<file path="config.mk">
export PLATFORM = sky130hd
export DESIGN_NAME = ums_top
export DESIGN_NICKNAME = d
export VERILOG_FILES = /design/src/inc/ums_pkg.sv /design/src/hdl/ums_top.sv
export SDC_FILE = /design/constraint.sdc
export NUM_CORES = 1
export LEC_CHECK = 0
export ABC_AREA = 1
export BUFFER_PORTS_ARGS = -buffer_cell sky130_fd_sc_hd__buf_2
export CORE_MARGIN = 8
export CORE_UTILIZATION = 47
export DETAILED_ROUTE_END_ITERATION = 7
export PLACE_DENSITY = 0.73
export SYNTH_ARGS = -nofsm -noshare
export SYNTH_HDL_FRONTEND = slang
export SYNTH_SLANG_ARGS = --single-unit
</file>
<file path="constraint.sdc">
create_clock -name clock_in -period 2.4 [get_ports clock_in]
set_input_delay 0.12 -clock clock_in [delete_from_list [all_inputs] [get_ports clock_in]]
set_output_delay 0.12 -clock clock_in [all_outputs]
set_load 0.005 [all_outputs]
</file>
<file path="src/inc/ums_pkg.sv">
// package for the modem status, baud generator and receiver block
package ums_pkg;
  localparam logic [7:0] ADDR_RXBUF_DLL = 8'h00;
  localparam logic [7:0] ADDR_IER_DLM = 8'h04;
  localparam logic [7:0] ADDR_FCR = 8'h08;
  localparam logic [7:0] ADDR_LCR = 8'h0c;
  localparam logic [7:0] ADDR_MCR = 8'h10;
  localparam logic [7:0] ADDR_LSR = 8'h14;
  localparam logic [7:0] ADDR_MSR = 8'h18;
  localparam logic [7:0] ADDR_SCR = 8'h1c;
  localparam logic [7:0] ADDR_IRQ = 8'h20;
  localparam int MCR_DTR = 0;
  localparam int MCR_RTS = 1;
  localparam int MCR_AUX_OUTPUT_ONE = 2;
  localparam int MCR_AUX_OUTPUT_TWO = 3;
  localparam int MCR_LOOP = 4;
  localparam int MCR_AFE = 5;
  localparam int LCR_PAR_EN = 3;
  localparam int LCR_STOP2 = 2;
  localparam int LCR_DIVISOR_ACCESS_BIT = 7;
  localparam int IER_RDA = 0;
  localparam int IER_MS = 3;
  localparam int FCR_EN = 0;
  localparam logic [7:0] LCR_RESET = 8'h03;
  localparam logic [15:0] DIV_RESET = 16'h0001;
  localparam logic [3:0] OVERSAMPLE = 4'hf;
  localparam logic [3:0] MID_SAMPLE = 4'h7;
  localparam logic [31:0] SLVERR_NONE = 32'h0;
  typedef enum logic [1:0] {UMS_IDLE, UMS_START, UMS_DATA, UMS_STOP} ums_rx_e;
endpackage

</file>
<file path="src/hdl/ums_top.sv">
// modem status, baud generator, receiver fifo and scratch register on apb
// Behaviour
// reading modem status clears the four change flags
// cts change sets bit 0; interrupt only if enabled and autoflow off
// dsr change sets bit 1; raises modem interrupt if enabled
// ring low-to-high sets bit 2; raises modem interrupt if enabled
// dcd change sets bit 3; raises modem interrupt if enabled
// bit 4 is inverted cts, or rts control bit in loopback
// bit 5 is inverted dsr, or dtr control bit in loopback
// bit 6 is inverted ring, or aux output one in loopback
// bit 7 is inverted dcd, or aux output two in loopback
// baud generator divides clock by divisor 1 to 65535
// generator output is sixteen times the baud rate
// divisor held in two 8-bit latch registers
// writing either latch reloads the baud counter at once
// software programs both latches before relying on timing
// receive shifter deserializes input into a 16-byte fifo
// each serial bit spans sixteen receive clock ticks
// character framing follows the line control register
// non-fifo mode: character raises data interrupt, reading clears it
// fifo mode: receive interrupt follows fifo trigger and enable
// 8-bit scratch register with no other effect
// divisor access bit selects latches versus shared locations
// control bit 4 loops control outputs back to modem inputs
// control bit 5 enables autoflow, masking cts change interrupt
// a change coinciding with the status read stays set
// status writes ignored; modem inputs synchronised before edges
//
// Decided for this implementation: the address map and the APB interface to the registers.
`timescale 1ns/1ns
`default_nettype none
module ums_top #(
  parameter int FIFO_DEPTH = 16
) (
  input wire logic clock_in, // 125 mhz clock
  input wire logic rst_in, // synchronous reset, active high
  input wire logic psel_in, // apb select
  input wire logic penable_in, // apb enable
  input wire logic pwrite_in, // apb direction
  input wire logic [7:0] paddr_in, // apb byte address
  input wire logic [31:0] pwdata_in, // apb write data
  output logic [31:0] prdata_out, // apb read data
  output logic pready_out, // apb ready
  output logic pslverr_out, // apb error, unmapped address
  input wire logic serial_input_in, // serial data pin
  input wire logic cts_n_in, // clear to send, active low
  input wire logic dsr_n_in, // data set ready, active low
  input wire logic ri_n_in, // ring indicator, active low
  input wire logic dcd_n_in, // carrier detect, active low
  output logic dtr_n_out, // terminal ready, active low
  output logic rts_n_out, // request to send, active low
  output logic baud_tick_out, // 16x receive clock pulse
  output logic irq_out // modem or receive interrupt, active high
);
  localparam int AW = $clog2(FIFO_DEPTH);
  initial begin
    if (FIFO_DEPTH != 16) $error("fifo depth must be 16");
  end

  // two-flop synchronisers on the serial and modem input pins
  logic [4:0] sync1_q, sync1_d, sync2_q, sync2_d;
  logic [4:0] pin_raw;
  assign pin_raw = {serial_input_in, dcd_n_in, ri_n_in, dsr_n_in, cts_n_in};

  // register state
  logic [7:0] lcr_q, lcr_d, mcr_q, mcr_d, ier_q, ier_d, fcr_q, fcr_d, scr_q, scr_d;
  logic [15:0] div_q, div_d, cnt_q, cnt_d;
  logic [3:0] delta_q, delta_d;
  logic [3:0] prev_q, prev_d;
  logic tick_q, tick_d;
  logic [31:0] rdata_q, rdata_d;
  logic ready_q, ready_d, err_q, err_d, irq_q, irq_d;
  logic [7:0] mem_q [FIFO_DEPTH];
  logic [AW:0] count_q, count_d;
  logic [AW-1:0] rd_q, rd_d, wr_q, wr_d;
  logic oe_q, oe_d;
  // receiver
  ums_pkg::ums_rx_e st_q, st_d;
  logic [3:0] sub_q, sub_d;
  logic [3:0] bit_q, bit_d;
  logic [7:0] sh_q, sh_d;
  logic push;

  logic acc, wr_acc, rd_acc, mapped;
  logic [3:0] live; // active-high modem state: cts, dsr, ri, dcd
  logic [3:0] msr_hi;
  logic sin_eff;
  logic [3:0] data_bits;
  logic [7:0] rx_byte;
  logic [AW:0] trig;
  logic rx_irq, ms_irq;

  assign acc = psel_in && penable_in && !ready_q;
  assign wr_acc = acc && pwrite_in;
  assign rd_acc = acc && !pwrite_in;
  assign mapped = paddr_in <= ums_pkg::ADDR_IRQ && paddr_in[1:0] == 2'b00;

  always_comb begin
    // loop routes controls internally
    if (mcr_q[ums_pkg::MCR_LOOP]) begin
      live = {mcr_q[ums_pkg::MCR_AUX_OUTPUT_TWO], mcr_q[ums_pkg::MCR_AUX_OUTPUT_ONE],
              mcr_q[ums_pkg::MCR_DTR], mcr_q[ums_pkg::MCR_RTS]};
      sin_eff = 1'b1;
    end else begin
      live = ~sync2_q[3:0];
      sin_eff = sync2_q[4];
    end
  end
  // status high nibble is cts, dsr, ri, dcd
  assign msr_hi = live;

  // data bits from lcr word length
  assign data_bits = 4'h5 + {2'b00, lcr_q[1:0]};
  always_comb begin
    rx_byte = sh_q >> (4'h8 - data_bits);
  end

  always_comb begin
    case (fcr_q[7:6])
      2'b00: trig = (AW+1)'(1);
      2'b01: trig = (AW+1)'(4);
      2'b10: trig = (AW+1)'(8);
      default: trig = (AW+1)'(14);
    endcase
  end

  always_comb begin
    sync1_d = pin_raw;
    sync2_d = sync1_q;
    prev_d = live;
    delta_d = delta_q;
    // read clears change flags
    if (rd_acc && paddr_in == ums_pkg::ADDR_MSR) delta_d = 4'h0;
    // set wins over clear; R25 edges on synced inputs
    // cts change
    if (live[0] != prev_q[0]) delta_d[0] = 1'b1;
    // dsr change
    if (live[1] != prev_q[1]) delta_d[1] = 1'b1;
    // ring trailing edge: pin low-to-high means asserted state ends
    if (!live[2] && prev_q[2]) delta_d[2] = 1'b1;
    // carrier change
    if (live[3] != prev_q[3]) delta_d[3] = 1'b1;
  end

  // R25 register writes
  always_comb begin
    lcr_d = lcr_q;
    mcr_d = mcr_q;
    ier_d = ier_q;
    fcr_d = fcr_q;
    scr_d = scr_q;
    div_d = div_q;
    if (wr_acc) begin
      case (paddr_in)
        ums_pkg::ADDR_RXBUF_DLL: if (lcr_q[ums_pkg::LCR_DIVISOR_ACCESS_BIT]) div_d[7:0] = pwdata_in[7:0];
        ums_pkg::ADDR_IER_DLM: begin
          if (lcr_q[ums_pkg::LCR_DIVISOR_ACCESS_BIT]) div_d[15:8] = pwdata_in[7:0];
          else ier_d = pwdata_in[7:0];
        end
        ums_pkg::ADDR_FCR: fcr_d = pwdata_in[7:0];
        ums_pkg::ADDR_LCR: lcr_d = pwdata_in[7:0];
        ums_pkg::ADDR_MCR: mcr_d = {2'b00, pwdata_in[5:0]};
        ums_pkg::ADDR_SCR: scr_d = pwdata_in[7:0];
        default: ;
      endcase
    end
  end

  logic div_wr;
  assign div_wr = wr_acc && lcr_q[ums_pkg::LCR_DIVISOR_ACCESS_BIT] &&
                  (paddr_in == ums_pkg::ADDR_RXBUF_DLL || paddr_in == ums_pkg::ADDR_IER_DLM);

  // baud divider, reloaded by latch writes
  always_comb begin
    tick_d = 1'b0;
    cnt_d = cnt_q - 16'h0001;
    if (div_wr) begin
      cnt_d = (paddr_in == ums_pkg::ADDR_RXBUF_DLL) ? {div_q[15:8], pwdata_in[7:0]}
                                                    : {pwdata_in[7:0], div_q[7:0]};
    end else if (cnt_q <= 16'h0001) begin
      cnt_d = div_q;
      tick_d = 1'b1;
    end
  end

  // receiver, sampling mid-bit every 16 ticks
  always_comb begin
    st_d = st_q;
    sub_d = sub_q;
    bit_d = bit_q;
    sh_d = sh_q;
    push = 1'b0;
    if (tick_q) begin
      case (st_q)
        ums_pkg::UMS_IDLE: if (!sin_eff) begin
          st_d = ums_pkg::UMS_START;
          sub_d = 4'h0;
        end
        ums_pkg::UMS_START: begin
          sub_d = sub_q + 4'h1;
          if (sub_q == ums_pkg::MID_SAMPLE) begin
            // false start rejected
            if (sin_eff) st_d = ums_pkg::UMS_IDLE;
            sub_d = 4'h0;
            bit_d = 4'h0;
            if (!sin_eff) st_d = ums_pkg::UMS_DATA;
          end
        end
        ums_pkg::UMS_DATA: begin
          sub_d = sub_q + 4'h1;
          if (sub_q == ums_pkg::OVERSAMPLE) begin
            // parity bit is sampled but never shifted, so data bit 0 survives
            if (bit_q < data_bits) sh_d = {sin_eff, sh_q[7:1]};
            bit_d = bit_q + 4'h1;
            if (bit_q + 4'h1 == data_bits + {3'b000, lcr_q[ums_pkg::LCR_PAR_EN]})
              st_d = ums_pkg::UMS_STOP;
          end
        end
        ums_pkg::UMS_STOP: begin
          sub_d = sub_q + 4'h1;
          if (sub_q == ums_pkg::OVERSAMPLE) begin
            push = 1'b1;
            st_d = ums_pkg::UMS_IDLE;
          end
        end
        default: st_d = ums_pkg::UMS_IDLE;
      endcase
    end
  end

  // parity bit never enters the shifter, so the character is the aligned byte
  logic [7:0] rx_char;
  assign rx_char = rx_byte;

  logic pop;
  assign pop = rd_acc && paddr_in == ums_pkg::ADDR_RXBUF_DLL &&
               !lcr_q[ums_pkg::LCR_DIVISOR_ACCESS_BIT] && count_q != '0;

  // receive fifo; non-fifo mode keeps one entry
  logic [AW:0] cap;
  assign cap = fcr_q[ums_pkg::FCR_EN] ? (AW+1)'(FIFO_DEPTH) : (AW+1)'(1);
  always_comb begin
    wr_d = wr_q;
    rd_d = rd_q;
    count_d = count_q;
    oe_d = oe_q;
    if (rd_acc && paddr_in == ums_pkg::ADDR_LSR) oe_d = 1'b0;
    if (pop) begin
      rd_d = rd_q + 1'b1;
      count_d = count_d - 1'b1;
    end
    if (push) begin
      if (count_q < cap || pop) begin
        wr_d = wr_q + 1'b1;
        count_d = count_d + 1'b1;
      end else begin
        oe_d = 1'b1;
      end
    end
    // fifo enable change flushes
    if (wr_acc && paddr_in == ums_pkg::ADDR_FCR &&
        pwdata_in[ums_pkg::FCR_EN] != fcr_q[ums_pkg::FCR_EN]) begin
      wr_d = '0;
      rd_d = '0;
      count_d = '0;
    end
  end

  // receive interrupt: one char, or fifo trigger level
  assign rx_irq = ier_q[ums_pkg::IER_RDA] &&
                  (fcr_q[ums_pkg::FCR_EN] ? count_q >= trig : count_q != '0);
  // cts change masked under autoflow
  assign ms_irq = ier_q[ums_pkg::IER_MS] &&
                  ((delta_q[0] && !mcr_q[ums_pkg::MCR_AFE]) || |delta_q[3:1]);

  always_comb begin
    irq_d = rx_irq || ms_irq;
    ready_d = psel_in && penable_in && !ready_q;
    err_d = acc && !mapped;
    rdata_d = 32'h0;
    if (rd_acc) begin
      case (paddr_in)
        ums_pkg::ADDR_RXBUF_DLL: rdata_d[7:0] = lcr_q[ums_pkg::LCR_DIVISOR_ACCESS_BIT] ? div_q[7:0]
                                                                       : mem_q[rd_q];
        ums_pkg::ADDR_IER_DLM: rdata_d[7:0] = lcr_q[ums_pkg::LCR_DIVISOR_ACCESS_BIT] ? div_q[15:8] : ier_q;
        ums_pkg::ADDR_FCR: rdata_d[7:0] = fcr_q;
        ums_pkg::ADDR_LCR: rdata_d[7:0] = lcr_q;
        ums_pkg::ADDR_MCR: rdata_d[7:0] = mcr_q;
        ums_pkg::ADDR_LSR: rdata_d[7:0] = {6'h0, oe_q, count_q != '0};
        ums_pkg::ADDR_MSR: rdata_d[7:0] = {msr_hi[3], msr_hi[2], msr_hi[1], msr_hi[0], delta_q};
        ums_pkg::ADDR_SCR: rdata_d[7:0] = scr_q;
        ums_pkg::ADDR_IRQ: rdata_d[7:0] = {6'h0, ms_irq, rx_irq};
        default: rdata_d = ums_pkg::SLVERR_NONE;
      endcase
    end
  end

  always_ff @(posedge clock_in) begin
    if (push && (count_q < cap || pop)) mem_q[wr_q] <= rx_char;
  end

  always_ff @(posedge clock_in) begin
    if (rst_in) begin
      sync1_q <= 5'h1f;
      sync2_q <= 5'h1f;
      prev_q <= 4'h0;
      delta_q <= 4'h0;
      lcr_q <= ums_pkg::LCR_RESET;
      mcr_q <= 8'h00;
      ier_q <= 8'h00;
      fcr_q <= 8'h00;
      scr_q <= 8'h00;
      div_q <= ums_pkg::DIV_RESET;
      cnt_q <= ums_pkg::DIV_RESET;
      tick_q <= 1'b0;
      st_q <= ums_pkg::UMS_IDLE;
      sub_q <= 4'h0;
      bit_q <= 4'h0;
      sh_q <= 8'h00;
      wr_q <= '0;
      rd_q <= '0;
      count_q <= '0;
      oe_q <= 1'b0;
      rdata_q <= 32'h0;
      ready_q <= 1'b0;
      err_q <= 1'b0;
      irq_q <= 1'b0;
    end else begin
      sync1_q <= sync1_d;
      sync2_q <= sync2_d;
      prev_q <= prev_d;
      delta_q <= delta_d;
      lcr_q <= lcr_d;
      mcr_q <= mcr_d;
      ier_q <= ier_d;
      fcr_q <= fcr_d;
      scr_q <= scr_d;
      div_q <= div_d;
      cnt_q <= cnt_d;
      tick_q <= tick_d;
      st_q <= st_d;
      sub_q <= sub_d;
      bit_q <= bit_d;
      sh_q <= sh_d;
      wr_q <= wr_d;
      rd_q <= rd_d;
      count_q <= count_d;
      oe_q <= oe_d;
      rdata_q <= rdata_d;
      ready_q <= ready_d;
      err_q <= err_d;
      irq_q <= irq_d;
    end
  end

  assign prdata_out = rdata_q;
  assign pready_out = ready_q;
  assign pslverr_out = err_q;
  assign irq_out = irq_q;
  assign baud_tick_out = tick_q;
  // loopback forces the control outputs inactive
  assign dtr_n_out = ~(mcr_q[ums_pkg::MCR_DTR] & ~mcr_q[ums_pkg::MCR_LOOP]);
  assign rts_n_out = ~(mcr_q[ums_pkg::MCR_RTS] & ~mcr_q[ums_pkg::MCR_LOOP]);

  // assertions
  property p_msr_clear;
    @(posedge clock_in) disable iff (rst_in)
      (rd_acc && paddr_in == ums_pkg::ADDR_MSR && live == prev_q) |=> delta_q == 4'h0;
  endproperty
  a_msr_clear: assert property (p_msr_clear) else $error("change flags not cleared");
  property p_cts_set;
    @(posedge clock_in) disable iff (rst_in) (live[0] != prev_q[0]) |=> delta_q[0];
  endproperty
  a_cts_set: assert property (p_cts_set) else $error("cts change lost");
  property p_dsr_set;
    @(posedge clock_in) disable iff (rst_in) (live[1] != prev_q[1]) |=> delta_q[1];
  endproperty
  a_dsr_set: assert property (p_dsr_set) else $error("dsr change lost");
  property p_ri_edge;
    @(posedge clock_in) disable iff (rst_in)
      ($rose(delta_q[2])) |-> ($past(prev_q[2]) && !$past(live[2]));
  endproperty
  a_ri_edge: assert property (p_ri_edge) else $error("ring flag without trailing edge");
  property p_dcd_set;
    @(posedge clock_in) disable iff (rst_in) (live[3] != prev_q[3]) |=> delta_q[3];
  endproperty
  a_dcd_set: assert property (p_dcd_set) else $error("dcd change lost");
  property p_loop_cts;
    @(posedge clock_in) disable iff (rst_in)
      mcr_q[ums_pkg::MCR_LOOP] |-> msr_hi[0] == mcr_q[ums_pkg::MCR_RTS];
  endproperty
  a_loop_cts: assert property (p_loop_cts) else $error("loop cts mismatch");
  property p_afe_mask;
    @(posedge clock_in) disable iff (rst_in)
      (mcr_q[ums_pkg::MCR_AFE] && delta_q == 4'h1 && !rx_irq) |=> !irq_q;
  endproperty
  a_afe_mask: assert property (p_afe_mask) else $error("cts irq under autoflow");
  property p_reload;
    @(posedge clock_in) disable iff (rst_in) div_wr |=> !tick_q;
  endproperty
  a_reload: assert property (p_reload) else $error("counter not reloaded");
  property p_tick_period;
    @(posedge clock_in) disable iff (rst_in)
      (tick_q && div_q == 16'h0002 && $stable(div_q)) |=> !tick_q ##1 tick_q;
  endproperty
  a_tick_period: assert property (p_tick_period) else $error("divide by two wrong");
  property p_ready;
    @(posedge clock_in) disable iff (rst_in) acc |=> ready_q ##1 !ready_q;
  endproperty
  a_ready: assert property (p_ready) else $error("apb ready not one cycle");
  c_rx_push: cover property (@(posedge clock_in) disable iff (rst_in) push);
  c_msr_irq: cover property (@(posedge clock_in) disable iff (rst_in) ms_irq ##1 irq_q);
  c_loop: cover property (@(posedge clock_in) disable iff (rst_in) mcr_q[ums_pkg::MCR_LOOP]);
endmodule
`default_nettype wire

</file>
==> qor.yml, run 1 <==
maxCapViolations: 0
crit_path_end: "mem_q[5][2]$_DFFE_PP_"
drive_above_1_share_pct: 13.00
finClkSkew_ns: 0.009063
r2r_cells: 12
clock-sinks: 264
yosys-top-cells-area: "edfxtp_1 (31%), dfxtp_1 (22%), nand2_1 (7.2%)"
initial_core_util_pct: 47.68
endpoint_kind: "register"
synth_top_area_share_pct: 31.11
leakagePower_nw: 5.677
r2r_end: "mem_q[5][2]$_DFFE_PP_"
tns_ns: 0
reg2reg_slack_ns: 0.23
synthMuxAreaShare_pct: 0
startpoint: "fcr_q[0]$_SDFFE_PP0P_"
fillers: 2251
gp_congestion: 0.8787
synth-simple-area-share_pct: 17.69
post_cts_buffers: 0
drtIter0Drc: 1010
wirelength_um: 29800
finalCritPeriodShare_pct: 90.43
nets: 1572
layout_setup_ws_ns: 0.2296
cts_tree: "done"
syn_area_um2: 12360
clock_path_buffers: 3
hold_viol: 0
tightest_slew_ns: 0.7117
path_class: "reg2reg"
arrival_ns: 2.42
synthFlopType: "dfxtp_1"
synth_fa_ha_area_share_pct: 2.289
hold_class: "in2reg"
io_pins: 88
area_delta_synth_final_pct: 14.36
port_buffers: 39
grt_pass1_vias: 9397
min_period_ns: 2.170
antenna_found_initial: 2
via_per_inst: 5.358
rows: 59
stdcell_area_um2: 14130
relSlewSlack_pct: 52.38
synth_edf_count: 128
place_ws_ns: 0.1880
rsz0062_at_grt: "false"
hold_depth: 3
synthArstFlopShare_pct: 0
diodes: 0
setup_violations: 0
grt_first_pass_wirelength_um: 47800
reg2reg_from: "fcr_q[0]$_SDFFE_PP0P_"
root_buffer: "clkbuf_16"
place_area_um2: 12990
wl_per_cell_um: 16.04
start_kind: "register"
grt-ovfl-total: 0
die_x_um: 178.1
dieHeight_um: 178.1
numCtsBuffers: 29
clkLatencyLatePin_ns: 0.55
cp_max_fo: 8
timing.fmax_mhz: 460.7
seq_area_frac_synth_pct: 53.14
synth_compound_area_share_pct: 16.21
clkSlewWorstSetupHoldPaths_ns: 0.06
timing.hold.ws_ns: 0.01348
synthXorXnorAreaFrac_pct: 1.347
syn_inst: 1425
vdd_drop_max_mv: 0.5417
track_usage_pct: 18.62
synth_top_family_by_area: "simple AND/OR/NAND/NOR gates"
grt_max_degree: 71
cp.required_ns: 2.65
syn_avg_cell_area_um2: 8.671
hpwl_um: 20320
yosys_warnings: 0
vias: 9955
synth_cell_types: 43
core_region_area_um2: 25910
status: "completed"
antenna_left: 0
htreeDepth: 1
firstDrtPassIters: 5
die_area_um2: 31730
drc_errors: 0
p_per_area_nw_per_um2: 741.0
maxSlewViolCount: 0
yosys.area.top_type: "edfxtp_1"
ys_seq_elements: 264
## layout by cell type, fill, tap and decap left out, types with 39 or more instances in the layout
master | netlist | final
nand2_1 | 238 | 238
inv_1 | 173 | 173
a21oi_1 | 160 | 160
o21ai_0 | 153 | 151
dfxtp_1 | 136 | 134
edfxtp_1 | 128 | 128
nand3_1 | 86 | 86
nor2_1 | 85 | 85
buf_4 | 30 | 47
o211ai_1 | 44 | 44
buf_2 | 13 | 39
## state kept, by name, summed over array words and instances (netlist names), 4 cells and up, named ones only
register,count
delta_q,4
bit_q,4
mcr_q,6
sync1_q,5
prdata_out,8
fcr_q,8
sh_q,8
mem_q,128
cnt_q,16
prev_q,4
ier_q,8
sub_q,4
div_q,16
rd_q,4
count_q,5
sync2_q,5
lcr_q,8
scr_q,8
wr_q,4
## worst max-delay path, stage by stage (launching register included)
cell and delay [ns]:
dfxtp_1 0.37, inv_1 0.11, ha_1 0.30, inv_1 0.06, nor2_1 0.04, o21ai_0 0.09, nand3_1 0.13, nand2_1 0.13
nand2_4 0.06, clkinv_2 0.10, nand2_1 0.16, nor2_1 0.14, buf_4 0.19
## cell type report
| class | count | area (um2) | area share [%] |
|---|---|---|---|
| Clock inverter | 13 | 151.4 | 1.071 |
| Sequential cell | 264 | 6571 | 46.51 |
| Timing Repair Buffer | 104 | 748.2 | 5.295 |
| Multi-Input combinational cell | 919 | 4733 | 33.50 |
| Tap cell | 335 | 419.2 | 2.966 |
| Inverter | 182 | 684.4 | 4.844 |
| Clock buffer | 41 | 822.0 | 5.818 |
## routing by layer
metal | wire length [um] | GRT usage, % | share of wire (%) | vias up
met5 | 27 | 0 | 0.091 | -
met4 | 993 | 6.669 | 3.3 | 4
li1 | - | - | - | 4888
met3 | 2393 | 3.260 | 8.0 | 78
met2 | 13230 | 29.52 | 44 | 372
met1 | 13160 | 25.26 | 44 | 4613
## cells by family (layout without fill, tap and decap cells)
group                      Yosys count  in the layout
adders and majority gates           22             22
AOI/OAI and AO/OA                  371            371
other                                1             24
and+or+nand+nor                    483            483
xor gates and xnor gates            19             19
buffers and inverters              265            340
DFF                                264            264
## power breakdown
group	total, mW	switching [mW]	leakage, nW	internal [mW]
Combinational	1.12	0.702	3.01	0.421
Sequential	4.86	0.0757	2.19	4.78
Clock	4.49	1.78	0.480	2.71
## worst min path at each step
stage / start / to / slack (ns)
after global placement: serial_input_in / sync1_q[4]$_SDFF_PP1_ / 0.30
after global routing: pwdata_in[2] / fcr_q[2]$_SDFFE_PP0P_ / 0.05
final: pwdata_in[2] / div_q[10]$_SDFFE_PP0P_ / 0.01
after detailed placement: ri_n_in / sync1_q[2]$_SDFF_PP1_ / 0.30
after CTS: pwdata_in[2] / div_q[10]$_SDFFE_PP0P_ / 0.003
after floorplan: cts_n_in / sync1_q[0]$_SDFF_PP1_ / 0.22
## metrics by stage
step                      power (mW)  std cells  utilization, %
after floorplan                5.805       1448               -
after global placement         6.008       1788           50.14
after detailed placement       6.031       1788           50.14
after CTS                      10.49       1858           54.51
after global routing           10.85       1858           54.53
final                          10.47       1858           54.53
## repair_timing
item,4_1_cts,5_1_grt
resized for setup,0,1
hold endpoints to repair,36,0
hold buffers,16,0
endpoints found under the setup margin,0,26
## Yosys cell counts (5+ instances only)
library cell,number
ha_1,21
edfxtp_1,128
o21ai_0,153
o211ai_1,44
nand3_2,6
nand3_1,86
buf_4,30
nand2_2,5
xnor2_1,10
a21oi_1,160
nor2_4,5
buf_2,13
nand2_1,238
xor2_1,9
nor2_1,85
clkbuf_1,34
nor2_2,13
or2_2,13
dfxtp_1,136
inv_1,173
inv_2,8
nor3_1,13
nand4_1,12
No activity file was read; power rests on OpenSTA's default activity.
==> inputs of run 2 (changes only) <==
- ABC_CLOCK_PERIOD_IN_PS: default -> 2400
- PLACE_DENSITY: 0.73 -> 0.71
==> run 2 against run 1 <==
Net effect: fmax is 1.5% higher; critical path depth did not move; utilization hardly changed; wire length fell by 2.9%; final cell count unchanged; sequential share of layout area about the same; clock power decreased by 2%; sequential power about the same; critical endpoint is now mem_q[12][6]$_DFFE_PP_; highest routed layer is now met4.
==> qor.yml, run 2 (synthesis gave the netlist of run 1 again) <==
path_cells: "inv_1 > ha_1 > inv_1 > nor2_1 > o21ai_0 > nand3_1 > nand2_1 > nand2_4 > clkinv_2 > nand2_1 > nor2_1 > buf_4"
tns_ns: 0  # unchanged
numCtsBuffers: 29  # unchanged
rows: 59  # unchanged
die_area_um2: 31730  # unchanged
tightest_slew_ns: 0.7832  # +0.07148 ns
met2WireLength_um: 13180  # -0.37%
hold_class: "in2reg"
p_per_area_nw_per_um2: 736.8  # -0.57%
grt-ovfl-total: 0  # unchanged
initial_core_util_pct: 47.68  # unchanged
drc_errors: 0  # unchanged
clkLatencyLatePin_ns: 0.54  # about the same
nets: 1571  # -0.064%
cp_max_fo: 8  # unchanged
worst_path_largest_cell_delay_ns: 0.36  # about the same
drtIter0Drc: 819  # -19%
maxSlewViolCount: 0  # unchanged
worstHoldStart: "pwrite_in"
mostFrequentLayoutCell: "nand2_1"
hpwl_um: 20110  # -1.0%
grt_max_degree: 71  # unchanged
root_buffer: "clkbuf_16"
vias: 9762  # -1.9%
min_to: "oe_q$_SDFF_PP0_"
hold_viol: 0  # unchanged
start_kind: "register"
largest_reg_flops: 128  # unchanged
finalCritPeriodShare_pct: 89.08  # -1.4 points
wirelength_um: 28940  # -2.9%
maxCapViolations: 0  # unchanged
clkSlewWorstSetupHoldPaths_ns: 0.06  # about the same
status: "completed"
top_regs: "mem_q (128), cnt_q (16), div_q (16)"
top_layer: "met4"
r2r_end: "mem_q[12][6]$_DFFE_PP_"
cp.required_ns: 2.65  # about the same
crit_buf_inv: 4  # unchanged
r2r_cells: 12  # unchanged
core_region_area_um2: 25910  # unchanged
dieHeight_um: 178.1  # unchanged
grt_first_pass_wirelength_um: 46420  # -2.9%
fillers: 2274  # +1.0%
grt_pass1_vias: 9091  # -3.3%
setup_violations: 0  # unchanged
reg2reg_from: "fcr_q[0]$_SDFFE_PP0P_"
port_buffers: 39  # unchanged
seq_area_um2: 6571  # unchanged
drive_above_1_share_pct: 12.75  # -0.25 points
leakagePower_nw: 5.668  # -0.15%
clock_path_buffers: 3  # unchanged
gp_congestion: 0.8799  # +0.14%
multi_input_area_um2: 4731  # about the same
largest_register: "mem_q"
layout_setup_ws_ns: 0.2622  # +0.03257 ns
relSlewSlack_pct: 47.50  # -4.9 points
place_area_um2: 12990  # about the same
finClkSkew_ns: 0.01225  # +0.003182 ns
io_pins: 88  # unchanged
area_delta_synth_final_pct: 14.34  # about the same
place_ws_ns: 0.2206  # +0.03259 ns
timing.fmax_mhz: 467.8  # +1.5%
slowest_stage: "dfxtp_1"
wl_per_cell_um: 15.57  # -2.9%
htreeDepth: 1  # unchanged
antenna_found_initial: 0  # -2
firstDrtPassIters: 7  # +2
clock-sinks: 264  # unchanged
layout_common_cells: "nand2_1 (237), inv_1 (173), a21oi_1 (160)"
path_class: "reg2reg"
rsz0062_at_grt: "false"
reg2reg_slack_ns: 0.26  # +0.03 ns
hold_depth: 5  # +2
vdd_drop_max_mv: 0.5329  # -1.6%
dr_wl_met3_um: 2129  # -11%
antenna_left: 0  # unchanged
cp_top_family: "simple AND/OR/NAND/NOR gates"
cts_tree: "done"
met1_length_um: 12870  # -2.2%
track_usage_pct: 18.12  # -0.50 points
endpoint_kind: "register"
power.total_mw: 10.41  # -0.59%
stdcell_area_um2: 14130  # about the same
post_cts_buffers: 0  # unchanged
die_x_um: 178.1  # unchanged
via_per_inst: 5.254  # -1.9%
min_period_ns: 2.138  # -0.03258 ns
arrival_ns: 2.39  # -0.03 ns
## run 2: routing by layer
layer / up-vias / global-route usage (%)
met5: - / 0
met4: 0 / 5.557
met3: 55 / 3.112
met2: 342 / 29.21
met1: 4471 / 24.54
li1: 4894 / -
## run 2: where the power goes
part | switching [mW] | internal [mW] | leakage [nW] | total (mW)
Sequential | 0.0869 | 4.78 | 2.19 | 4.87
Combinational | 0.695 | 0.421 | 3.01 | 1.12
Clock | 1.74 | 2.68 | 0.475 | 4.42
Total | 2.52 | 7.89 | 5.67 | 10.4
## run 2: final cells by class
class / instances / share of cell area, %
multi-input combinational: 919 / 33.49
timing repair buffer: 103 / 5.349
clock buffer: 41 / 5.748
clock inverter: 13 / 1.072
inverter: 182 / 4.845
antenna: 1 / 0.01771
sequential: 264 / 46.51
tap: 335 / 2.967
## run 2: how the worst max path moves through the flow
stage	from	end	slack (ns)	depth (start not counted)
3_5_place_dp	fcr_q[0]$_SDFFE_PP0P_	mem_q[6][7]$_DFFE_PP_	0.22	12
6_report	fcr_q[0]$_SDFFE_PP0P_	mem_q[12][6]$_DFFE_PP_	0.26	12
5_1_grt	fcr_q[0]$_SDFFE_PP0P_	mem_q[12][3]$_DFFE_PP_	0.06	12
4_1_cts	fcr_q[0]$_SDFFE_PP0P_	mem_q[6][3]$_DFFE_PP_	0.22	12
2_1_floorplan	lcr_q[0]$_SDFFE_PP1P_	mem_q[0][2]$_DFFE_PP_	0.22	6
3_3_place_gp	fcr_q[0]$_SDFFE_PP0P_	mem_q[6][0]$_DFFE_PP_	0.22	12
## run 2: tightest hold or removal path: cells and delay by family
family,cells,cell delay (ns)
AOI/OAI and AO/OA,1,0.12
buffers and inverters,1,0.09
and+or+nand+nor,3,0.21
## run 2: repair_timing
item / in CTS / in global routing
resized for setup: 0 / 1
hold endpoints to repair: 43 / 0
hold buffers: 17 / 0
endpoints found under the setup margin: 0 / 19
## run 2: metrics by stage
step	util, %	hold WS, ns	cells
floorplan	-	0.2238	1448
global placement	50.13	0.3021	1786
detailed placement	50.13	0.3036	1786
CTS	54.50	0.02599	1857
global route	54.51	0.08978	1857
finish	54.52	0.05039	1858
==> inputs of run 3 (changes only) <==
- BUFFER_PORTS_ARGS: -buffer_cell sky130_fd_sc_hd__buf_2 -> -buffer_cell sky130_fd_sc_hd__buf_4
- RECOVER_POWER: default -> 100
==> run 3 against run 2 <==
Net effect: total power increased by 1.3%; clock power increased by 4%; sequential share of layout area increased by 0.12 points; utilization decreased by 0.14 points; fmax decreased by 4.1%; combinational power about the same; non-clock buffer count increased by 3; largest cell class unchanged; largest power group unchanged; highest routed layer unchanged.
==> qor.yml, run 3 (synthesis gave the netlist of run 1 again) <==
reg2reg_slack_ns: 0.17  # -0.09 ns
drive_above_1_share_pct: 11.16  # -1.6 points
largest_reg_flops: 128  # unchanged
timing.hold.ws_ns: 0.02519  # -0.02520 ns
clkLatencyLatePin_ns: 0.56  # +0.02 ns
cp_max_fo: 8  # unchanged
die_x_um: 178.1  # unchanged
cts_tree: "done"
r2r_end: "mem_q[6][4]$_DFFE_PP_"
status: "completed"
maxSlewViolCount: 0  # unchanged
cp.required_ns: 2.65  # about the same
diodes: 0  # -1
clock_path_buffers: 3  # unchanged
tightest_slew_ns: 1.073  # +0.2900 ns
place_ws_ns: 0.2603  # +0.03973 ns
dieHeight_um: 178.1  # unchanged
hpwl_um: 20500  # +2.0%
firstDrtPassIters: 5  # -2
rows: 59  # unchanged
finClkSkew_ns: 0.02785  # +0.01560 ns
area_delta_synth_final_pct: 14.06
track_usage_pct: 18.57  # +0.45 points
worstHoldStart: "rst_in"
drc_errors: 0  # unchanged
min_period_ns: 2.229  # +0.09133 ns
finalCritPeriodShare_pct: 92.88  # +3.8 points
core_region_area_um2: 25910  # unchanged
relSlewSlack_pct: 28.18  # -19 points
drtIter0Drc: 958  # +17%
min_to: "pready_out$_SDFF_PP0_"
power.total_mw: 10.54  # +1.3%
wl_per_cell_um: 15.90  # +2.1%
post_cts_buffers: 0  # unchanged
gp_congestion: 0.8864  # +0.74%
layout_common_cells: "nand2_1 (240), inv_1 (177), a21oi_1 (160)"
hold_depth: 2  # -3
setup_violations: 0  # unchanged
cts_hold_buf: 15  # -2
grt_first_pass_wirelength_um: 47630  # +2.6%
grt-ovfl-total: 0  # unchanged
layout_setup_ws_ns: 0.1709  # -0.09133 ns
vias: 9910  # +1.5%
nets: 1573  # +0.13%
clkSlewWorstSetupHoldPaths_ns: 0.06  # about the same
grt_pass1_vias: 9413  # +3.5%
hold_class: "in2reg"
r2r_cells: 12  # unchanged
htreeDepth: 1  # unchanged
grt_max_degree: 65  # -8.5%
endpoint_kind: "register"
vdd_drop_max_mv: 0.6991  # +31%
port_buffers: 39  # unchanged
root_buffer: "clkbuf_16"
largest_register: "mem_q"
clock-sinks: 264  # unchanged
die_area_um2: 31730  # unchanged
rsz0062_at_grt: "false"
start_kind: "register"
mostFrequentLayoutCell: "nand2_1"
p_per_area_nw_per_um2: 748.2  # +1.5%
wirelength_um: 29550  # +2.1%
timing.fmax_mhz: 448.6  # -4.1%
antenna_left: 0  # unchanged
arrival_ns: 2.47  # +0.08 ns
cts_resized: 0  # unchanged
leakagePower_nw: 5.634  # -0.60%
antenna_found_initial: 0  # unchanged
initial_core_util_pct: 47.68  # unchanged
path_class: "reg2reg"
numCtsBuffers: 28  # -3.4%
top_regs: "mem_q (128), cnt_q (16), div_q (16)"
via_per_inst: 5.334  # +1.5%
maxCapViolations: 0  # unchanged
reg2reg_from: "fcr_q[0]$_SDFFE_PP0P_"
tns_ns: 0  # unchanged
hold_viol: 0  # unchanged
io_pins: 88  # unchanged
-- run 3: layer usage --
layer	wire length (um)	GRT usage, %	share of wire (%)	vias up
met1	13010	25.34	44	4594
met3	2110	2.646	7.1	69
met5	0	0	0	-
li1	-	-	-	4896
met2	13420	29.55	45	351
met4	999	6.982	3.4	0
-- run 3: area by class of cell --
cell class	instances	area, um2
sequential	264	6571
multi-input combinational	919	4669
fill	2299	11820
clock buffer	38	834.6
clock inverter	14	167.7
inverter	182	684.4
timing repair buffer	106	745.7
tap	335	419.2
-- run 3: power breakdown --
part,total [mW],switching (mW),internal (mW),leakage (nW)
registers,4.86,0.0761,4.78,2.19
logic,1.11,0.684,0.426,2.95
clock network,4.58,1.80,2.78,0.496
total,10.5,2.56,7.98,5.63
-- run 3: worst max path at each step --
stage	slack, ns	end	from
6_report	0.17	mem_q[6][4]$_DFFE_PP_	fcr_q[0]$_SDFFE_PP0P_
5_1_grt	0.006	mem_q[14][6]$_DFFE_PP_	fcr_q[0]$_SDFFE_PP0P_
4_1_cts	0.25	mem_q[10][2]$_DFFE_PP_	fcr_q[0]$_SDFFE_PP0P_
3_5_place_dp	0.26	mem_q[6][6]$_DFFE_PP_	fcr_q[0]$_SDFFE_PP0P_
3_3_place_gp	0.25	mem_q[6][6]$_DFFE_PP_	fcr_q[0]$_SDFFE_PP0P_
2_1_floorplan	0.22	mem_q[0][2]$_DFFE_PP_	lcr_q[0]$_SDFFE_PP1P_
-- run 3: per-stage QoR --
stage	instance area, um2	utilization, %	std cells
2_1_floorplan	12440	-	1448
3_3_place_gp	13100	50.55	1791
3_5_place_dp	13100	50.55	1791
4_1_cts	14250	55.00	1858
5_1_grt	14090	54.39	1858
6_report	14090	54.39	1858
-- run 3: worst max-delay path, stage by stage, from the launching register on --
cell      delay (ns)
dfxtp_1         0.36
inv_1           0.12
ha_1            0.31
inv_1           0.06
nor2_1          0.04
o211ai_1        0.09
nand3_1         0.12
nand2_1         0.13
nand2_4         0.06
clkinv_2        0.09
nand2_1         0.18
nor2_1          0.13
buf_2           0.24
